### config.mk
export PLATFORM = sky130hd
export DESIGN_NAME = deque_state_vector
export DESIGN_NICKNAME = d
export VERILOG_FILES = /design/src/deque_state_vector_pkg.sv /design/src/dq_qnt_if.sv /design/src/dq_quantize.sv /design/src/deque_state_vector.sv
export VERILOG_INCLUDE_DIRS = /design/src
export SDC_FILE = /design/constraint.sdc
export NUM_CORES = 1
export LEC_CHECK = 0
export ABC_AREA = 1
export BUFFER_PORTS_ARGS = -buffer_cell sky130_fd_sc_hd__buf_2
export CAP_MARGIN = 30
export CORE_ASPECT_RATIO = 0.9
export CORE_UTILIZATION = 55
export CTS_BUF_LIST = sky130_fd_sc_hd__clkbuf_4
export CTS_CLUSTER_SIZE = 28
export DETAILED_ROUTE_END_ITERATION = 6
export PLACE_DENSITY = 0.73
export SETUP_SLACK_MARGIN = 0.1
export SLEW_MARGIN = 10
export SYNTH_ARGS = -nofsm -noshare
export SYNTH_HDL_FRONTEND = slang
export SYNTH_HIERARCHICAL = 1
export SYNTH_SLANG_ARGS = --single-unit
### constraint.sdc
create_clock -name clk_i -period 6.5 [get_ports clk_i]
set_clock_uncertainty 0.05 [all_clocks]
set_input_delay 1.625 -clock clk_i [delete_from_list [all_inputs] [get_ports clk_i]]
set_output_delay 1.625 -clock clk_i [all_outputs]
set_load 0.01 [all_outputs]
### src/deque_state_vector_cfg.svh
// Constants for the double-ended state vector: capacity, element precision
// and input precision defaults.
// Assumes it is included by its bare name wherever the values are needed.
`ifndef DEQUE_STATE_VECTOR_CFG_SVH
`define DEQUE_STATE_VECTOR_CFG_SVH

// Capacity limit of the vector in elements.
`define DQ_MAX_LEN      8
// Stored element width and fractional bits.
`define DQ_ELEM_WIDTH   16
`define DQ_ELEM_FRAC    8
// Width and fractional bits of the incoming operand.
`define DQ_IN_WIDTH     20
`define DQ_IN_FRAC      12
// Number of elements held after reset (any count from empty to full).
`define DQ_INIT_LEN     8
// Constant initial element value.
`define DQ_INIT_VALUE   16'h0000

`endif

### src/deque_state_vector_pkg.sv
// Types shared by the double-ended state vector, its partner model and its bench.
// Assumes nothing of its surroundings.
`default_nettype none

package deque_state_vector_pkg;

    // Update operation requested in one cycle; queries are separate ports.
    typedef enum logic [2:0] {
        OP_NONE,
        OP_WRITE,
        OP_PUSH_FRONT,
        OP_POP_FRONT,
        OP_PUSH_BACK,
        OP_POP_BACK,
        OP_SHIFT
    } dq_op_t;

endpackage

`default_nettype wire

### src/dq_qnt_if.sv
// Carrier between the vector and its quantiser: raw operand, mode bits and
// the value at element precision.
// Assumes both ends are in the same clock domain (it is purely combinational).
`timescale 1ns/1ns
`default_nettype none

interface dq_qnt_if #(
    parameter int IN_W = 20,
    parameter int W    = 16
);
    logic [IN_W-1:0] raw;       // Operand at input precision.
    logic            round_en;  // Round to nearest instead of truncate.
    logic            sat_en;    // Saturate instead of wrap on overflow.
    logic [W-1:0]    q;         // Operand at element precision.

    modport user (output raw, output round_en, output sat_en, input q);
    modport unit (input raw, input round_en, input sat_en, output q);
endinterface

`default_nettype wire

### src/dq_quantize.sv
// Fixed-point conversion of a signed operand to the element precision,
// with optional rounding and saturation.
// Assumes the input has at least as many fractional bits as the element.
`timescale 1ns/1ns
`default_nettype none

module dq_quantize #(
    parameter int IN_W    = 20,
    parameter int IN_FRAC = 12,
    parameter int W       = 16,
    parameter int FRAC    = 8
) (
    // Operand in, quantised value out.
    dq_qnt_if.unit qi
);
    localparam int SHIFT = IN_FRAC - FRAC;
    localparam int EW    = IN_W + 1;
    localparam int HPOS  = (SHIFT > 0) ? SHIFT - 1 : 0;
    // Half of one output step, added when rounding.
    localparam logic [EW-1:0] HALF = (SHIFT > 0) ? (EW'(1) << HPOS) : '0;
    // Largest and smallest values the element can hold.
    localparam logic [EW-1:0] MAXV = {{(EW-W+1){1'b0}}, {(W-1){1'b1}}};
    localparam logic [EW-1:0] MINV = {{(EW-W+1){1'b1}}, {(W-1){1'b0}}};

    // Refuse precisions the shifter cannot serve, while elaborating.
    if (SHIFT < 0 || IN_W < W || W < 2) begin : gen_bad_precision
        $error("dq_quantize: unsupported precision");
    end

    logic signed [EW-1:0] ext;  // Sign-extended operand.
    logic signed [EW-1:0] sum;  // Operand after the rounding offset.
    logic signed [EW-1:0] shr;  // Operand aligned to the element point.

    // Round, align and then clip or wrap into the element width.
    always_comb begin
        ext = {qi.raw[IN_W-1], qi.raw};
        sum = ext + (qi.round_en ? $signed(HALF) : $signed(EW'(0)));
        shr = sum >>> SHIFT;
        if (qi.sat_en && shr > $signed(MAXV)) begin
            qi.q = MAXV[W-1:0];
        end else if (qi.sat_en && shr < $signed(MINV)) begin
            qi.q = MINV[W-1:0];
        end else begin
            qi.q = shr[W-1:0];
        end
    end
endmodule // dq_quantize

`default_nettype wire

### src/deque_state_vector.sv
// Bounded double-ended queue of fixed-point elements held as a state vector.
// Assumes the driving logic shares clk_i and presents one update per cycle.
`timescale 1ns/1ns
`default_nettype none

`include "deque_state_vector_cfg.svh"

module deque_state_vector
    import deque_state_vector_pkg::*;
#(
    parameter int MAX_LEN  = `DQ_MAX_LEN,
    parameter int W        = `DQ_ELEM_WIDTH,
    parameter int FRAC     = `DQ_ELEM_FRAC,
    parameter int IN_W     = `DQ_IN_WIDTH,
    parameter int IN_FRAC  = `DQ_IN_FRAC,
    parameter int INIT_LEN = `DQ_INIT_LEN,
    parameter logic [W-1:0] INIT_VALUE = `DQ_INIT_VALUE,
    localparam int AW = $clog2(MAX_LEN),
    localparam int LW = $clog2(MAX_LEN + 1)
) (
    // Clock, reset and clock enable.
    input  wire logic            clk_i,
    input  wire logic            reset_i,
    input  wire logic            ce_i,
    // Update request.
    input  wire dq_op_t          op_i,
    input  wire logic [AW-1:0]   wr_addr_i,
    input  wire logic [IN_W-1:0] din_i,
    input  wire logic            round_en_i,
    input  wire logic            sat_en_i,
    // Query requests.
    input  wire logic [AW-1:0]   rd_addr_i,
    input  wire logic            head_rd_i,
    input  wire logic            tail_rd_i,
    // Query answers.
    output logic [W-1:0]         rd_data_o,
    output logic [W-1:0]         head_o,
    output logic [W-1:0]         tail_o,
    // Status.
    output logic                 err_o,
    output logic                 full_o,
    output logic                 empty_o,
    output logic [LW-1:0]        length_o,
    output logic [LW-1:0]        max_len_o
);

    // Refuse shapes the storage cannot serve, while elaborating.
    if (MAX_LEN < 2 || INIT_LEN < 0
        || INIT_LEN > MAX_LEN) begin : gen_bad_shape
        $error("deque_state_vector: unsupported capacity or length");
    end

    localparam logic [LW-1:0] CAP   = LW'(MAX_LEN);   // Capacity as count.
    localparam logic [LW-1:0] ILEN  = LW'(INIT_LEN);  // Length after reset.
    localparam logic [LW-1:0] ONE_L = LW'(1);         // Length step.

    logic [W-1:0]  mem_r [MAX_LEN];  // Element storage, head at index 0.
    logic [LW-1:0] len_r;            // Current number of elements.
    logic [W-1:0]  rd_data_r;        // Registered indexed read.
    logic [W-1:0]  head_r;           // Registered head value.
    logic [W-1:0]  tail_r;           // Registered tail value.
    logic          err_r;            // Registered misuse indication.
    logic [W-1:0]  qval;             // Operand at element precision.
    logic          is_full;          // Length at capacity.
    logic          is_empty;         // No elements held.
    logic [AW-1:0] tail_idx;         // Address of the tail element.
    logic          op_err;           // Update refused this cycle.
    logic          qry_err;          // Head or tail query made on an empty vector.
    logic          do_op;            // Update accepted this cycle.

    // Operand conversion to the element precision.
    dq_qnt_if #(.IN_W(IN_W), .W(W)) qnt ();

    assign qnt.raw      = din_i;
    assign qnt.round_en = round_en_i;
    assign qnt.sat_en   = sat_en_i;
    assign qval         = qnt.q;

    dq_quantize #(
        .IN_W    (IN_W),
        .IN_FRAC (IN_FRAC),
        .W       (W),
        .FRAC    (FRAC)
    ) u_quantize (
        .qi (qnt.unit)
    );

    // Status derived from the stored length only, so queries never disturb
    // the state.
    assign is_full  = (len_r == CAP);
    assign is_empty = (len_r == '0);
    assign tail_idx = is_empty ? '0 : AW'(len_r - ONE_L);

    // Misuse detection for each update and for head and tail queries.
    always_comb begin
        case (op_i)
            OP_PUSH_FRONT: op_err = is_full;
            OP_PUSH_BACK:  op_err = is_full;
            OP_POP_FRONT:  op_err = is_empty;
            OP_POP_BACK:   op_err = is_empty;
            OP_SHIFT:      op_err = is_empty;
            OP_WRITE:      op_err = (32'(wr_addr_i) >= MAX_LEN);
            default:       op_err = 1'b0;
        endcase
        qry_err = is_empty && (head_rd_i || tail_rd_i);
    end

    assign do_op = ce_i && (op_i != OP_NONE) && !op_err;

    // Element storage. Reads below sample the array at the same edge that
    // applies the update, so every query sees the previous cycle's state.
    always_ff @(posedge clk_i) begin
        if (reset_i) begin
            for (int i = 0; i < MAX_LEN; i++) begin
                mem_r[i] <= INIT_VALUE;
            end
        end else if (do_op) begin
            case (op_i)
                OP_WRITE: begin
                    mem_r[wr_addr_i] <= qval;
                end
                OP_PUSH_FRONT, OP_SHIFT: begin
                    for (int i = MAX_LEN - 1; i > 0; i--) begin
                        mem_r[i] <= mem_r[i-1];
                    end
                    mem_r[0] <= qval;
                end
                OP_POP_FRONT: begin
                    for (int i = 0; i < MAX_LEN - 1; i++) begin
                        mem_r[i] <= mem_r[i+1];
                    end
                end
                OP_PUSH_BACK: begin
                    mem_r[AW'(len_r)] <= qval;
                end
                default: begin
                    // Removal at the tail only shortens the length.
                end
            endcase
        end
    end

    // Current length; starts at INIT_LEN, anywhere from empty to full.
    always_ff @(posedge clk_i) begin
        if (reset_i) begin
            len_r <= ILEN;
        end else if (do_op) begin
            case (op_i)
                OP_PUSH_FRONT, OP_PUSH_BACK: len_r <= len_r + ONE_L;
                OP_POP_FRONT, OP_POP_BACK:   len_r <= len_r - ONE_L;
                default:                     len_r <= len_r;
            endcase
        end
    end

    // Query answers taken from the state before this cycle's update.
    always_ff @(posedge clk_i) begin
        if (reset_i) begin
            rd_data_r <= '0;
            head_r    <= '0;
            tail_r    <= '0;
        end else if (ce_i) begin
            if (32'(rd_addr_i) < MAX_LEN) begin
                rd_data_r <= mem_r[rd_addr_i];
            end else begin
                rd_data_r <= '0;
            end
            head_r <= mem_r[0];
            tail_r <= mem_r[tail_idx];
        end
    end

    // One-cycle misuse pulse for the request taken at the previous edge.
    always_ff @(posedge clk_i) begin
        if (reset_i) begin
            err_r <= 1'b0;
        end else if (ce_i) begin
            err_r <= qry_err || ((op_i != OP_NONE) && op_err);
        end
    end

    assign rd_data_o = rd_data_r;
    assign head_o    = head_r;
    assign tail_o    = tail_r;
    assign err_o     = err_r;
    assign full_o    = is_full;
    assign empty_o   = is_empty;
    assign length_o  = len_r;
    assign max_len_o = CAP;
endmodule // deque_state_vector

`default_nettype wire

==> flow_summary.ini <==
[run_status]
status = finished with violations
violations = DRC

[critical_path]
cp.required_ns = 6.85
startpoint_type = register
path_max_fanout = 34
crit_path_end_kind = register
path_class = register to register
rr_worst_depth = 14
cp.arrival_ns = 4.61
r2r-start = length_o[0]
timing.rr.end = mem_r[5][15]
rrSetupSlack_ns = 2.23

[synth]
syn_area_um2 = 11500
synth-edff-count = 128
synthesis.instances = 1526
ys_ff_latch = 181
yosysWarnings = 6
synth_ff_type = edfxtp_1
async_flop_share = 0
yosysSeqAreaShare = 0.425
yosysUniqueCellTypes = 39
syn_avg_cell_area_um2 = 7.56

[clocking]
cts-root-buf = clkbuf_4
cts_tree = yes
cts.sink_count = 181
htree_levels = 4
clk_pin_slew_ns = 0.17
clk_path_buf_depth = 2
post-cts-setup-buffers = 0
clkLatencyLatePin_ns = 0.62
postCtsResizedCells = 0
holdBufCountCts = 0
cts_buffers = 17

[hold_path]
min_from = err_o
hold_class = register to register
hold_path_depth = 2
holdPathEnd = err_o

[timing]
finalHoldViolCount = 0
setup_slack_ns = 2.23
drv_slew = 0
fmax_mhz = 234
setup-tns-final_ns = 0
period_needed_ns = 4.27
grt_setup_unrepaired = false
max_slew_margin = 0.211
period_share = 0.656
tightestPinTransition_ns = 1.15
setup_viol = 0

[cells_and_area]
fillerInstances = 1850
drive_above_1_share = 0.139
fin_nets = 1576
final_cell_count_no_fill = 1832
final_common_cell = nand2_1
area_growth_pct = 6.66
seq_area_um2 = 4900
multi_input_area_um2 = 5600
most-common-layout-cells = nand2_1, a21oi_1, nand3_1

[route]
first_pass_iters = 7
drc = 33
drt-initial-drc-count = 1791
wirelength_um = 38500
vias = 11500
ant_nets = 0
via_per_inst = 6.26
wl_per_cell_um = 21.0

[global_routing]
grt_max_degree = 99
grt_pass1_vias = 10500
antenna_found_initial = 2
grt_pass1_wl_um = 58600
overflow = 0
grt_usage = 0.359

[floorplan]
io_pins = 95
die_h_um = 139
core_area_um2 = 20300
initial_core_util = 0.568
dieArea_um2 = 21600
die_w_um = 155
fp-row-count = 49

[power]
p_leak_uw = 0.00535
power_uw = 2740
peakVddDrop_mv = 0.115
power_density_nw_per_um2 = 223

[placed_design]
io_buffer_count = 87
placed_cells = 1797
pre_cts_ws_ns = 1.76
dp_hpwl_um = 23900
place_congestion = 0.898

[flow_run]
maxCapViolCount = 0
==> metal layers <==
| layer | GRT usage | wire length (µm) |
|---|---|---|
| met4 | 0.173 | 1650 |
| met1 | 0.465 | 14400 |
| met3 | 0.102 | 5430 |
| met2 | 0.552 | 17100 |
| met5 | 0 | 0 |
==> how the worst max path moves through the flow <==
stage | to | cells after the start | from | slack, ns
after CTS | mem_r[5][15] | 14 | length_o[0] | 2.38
after global routing | mem_r[5][15] | 14 | length_o[0] | 2.10
after floorplan | mem_r[7][0] | 10 | ce_i | 2.82
after global placement | mem_r[2][13] | 12 | op_i[1] | 1.83
final | mem_r[5][15] | 14 | length_o[0] | 2.23
after detailed placement | mem_r[5][15] | 13 | op_i[1] | 1.76
==> critical path, stage by stage (launching register included) <==
cell      delay, ns
dfxtp_1        0.42
clkinv_1       0.07
buf_4          0.46
ha_1           0.31
nand2_1        0.15
nor2_1         0.16
nand2_2        0.11
nand3_4        0.11
inv_2          0.06
nand4_2        0.06
buf_4          0.45
inv_2          0.09
nor3_2         0.40
nand2_1        0.72
buf_4          0.42
==> sequential cells by signal, indices dropped and copies added (netlist names) <==
register	cells
mem_r	128
head_o	16
rd_data_o	16
tail_o	16
length_o	4
err_o	1
==> layout make-up <==
class	count	area share
inverters	110	0.0336
diodes	2	0.000407
repair buffers	123	0.0631
clock inverters	15	0.0107
clock buffers	17	0.0104
multi-input cells	1104	0.455
well taps	280	0.0285
flip-flops and latches	181	0.399
==> per-stage QoR <==
step                area (µm²)  hold slack, ns  utilization
floorplan                11500           0.468            -
global placement         11900           0.443        0.588
detailed placement       12000           0.448        0.592
CTS                      12300           0.484        0.605
global route             12300           0.531        0.606
finish                   12300           0.486        0.606
==> where the power goes <==
part	internal (µW)	switching, µW	total, µW
sequential	1330	60.0	1390
clock	170	465	635
combinational	201	518	719
total	1700	1040	2740
==> cells in the mapped netlist, types with 3 or more instances <==
cell	instances	area share
a21oi_1	197	0.085
buf_1	14	0.0046
buf_2	34	0.015
buf_4	8	0.0052
buf_6	8	0.0078
clkbuf_1	69	0.022
dfxtp_1	53	0.092
edfxtp_1	128	0.33
ha_1	3	0.0033
inv_1	101	0.033
inv_2	8	0.0026
mux2i_1	17	0.015
nand2_1	291	0.095
nand2_2	24	0.013
nand3_1	167	0.072
nor2_1	120	0.039
nor2_2	6	0.0033
nor2_4	9	0.0088
o211ai_1	32	0.021
o21ai_0	147	0.064
o21ai_1	4	0.0017
o21ai_2	4	0.0030
o221ai_1	33	0.025
o22ai_1	16	0.0087
xnor2_1	6	0.0046
xor2_1	11	0.0084
==> logic make-up after synthesis <==
family,share of synthesized area
buffers and inverters,0.0906
AO/OA/AOI/OAI,0.212
adder cells (fa/ha/maj),0.00325
multiplexers,0.0148
AND/OR/NAND/NOR,0.241
other,0.000651
XOR/XNOR,0.0129
flip-flops,0.425
No activity file was read; power rests on OpenSTA's default activity.
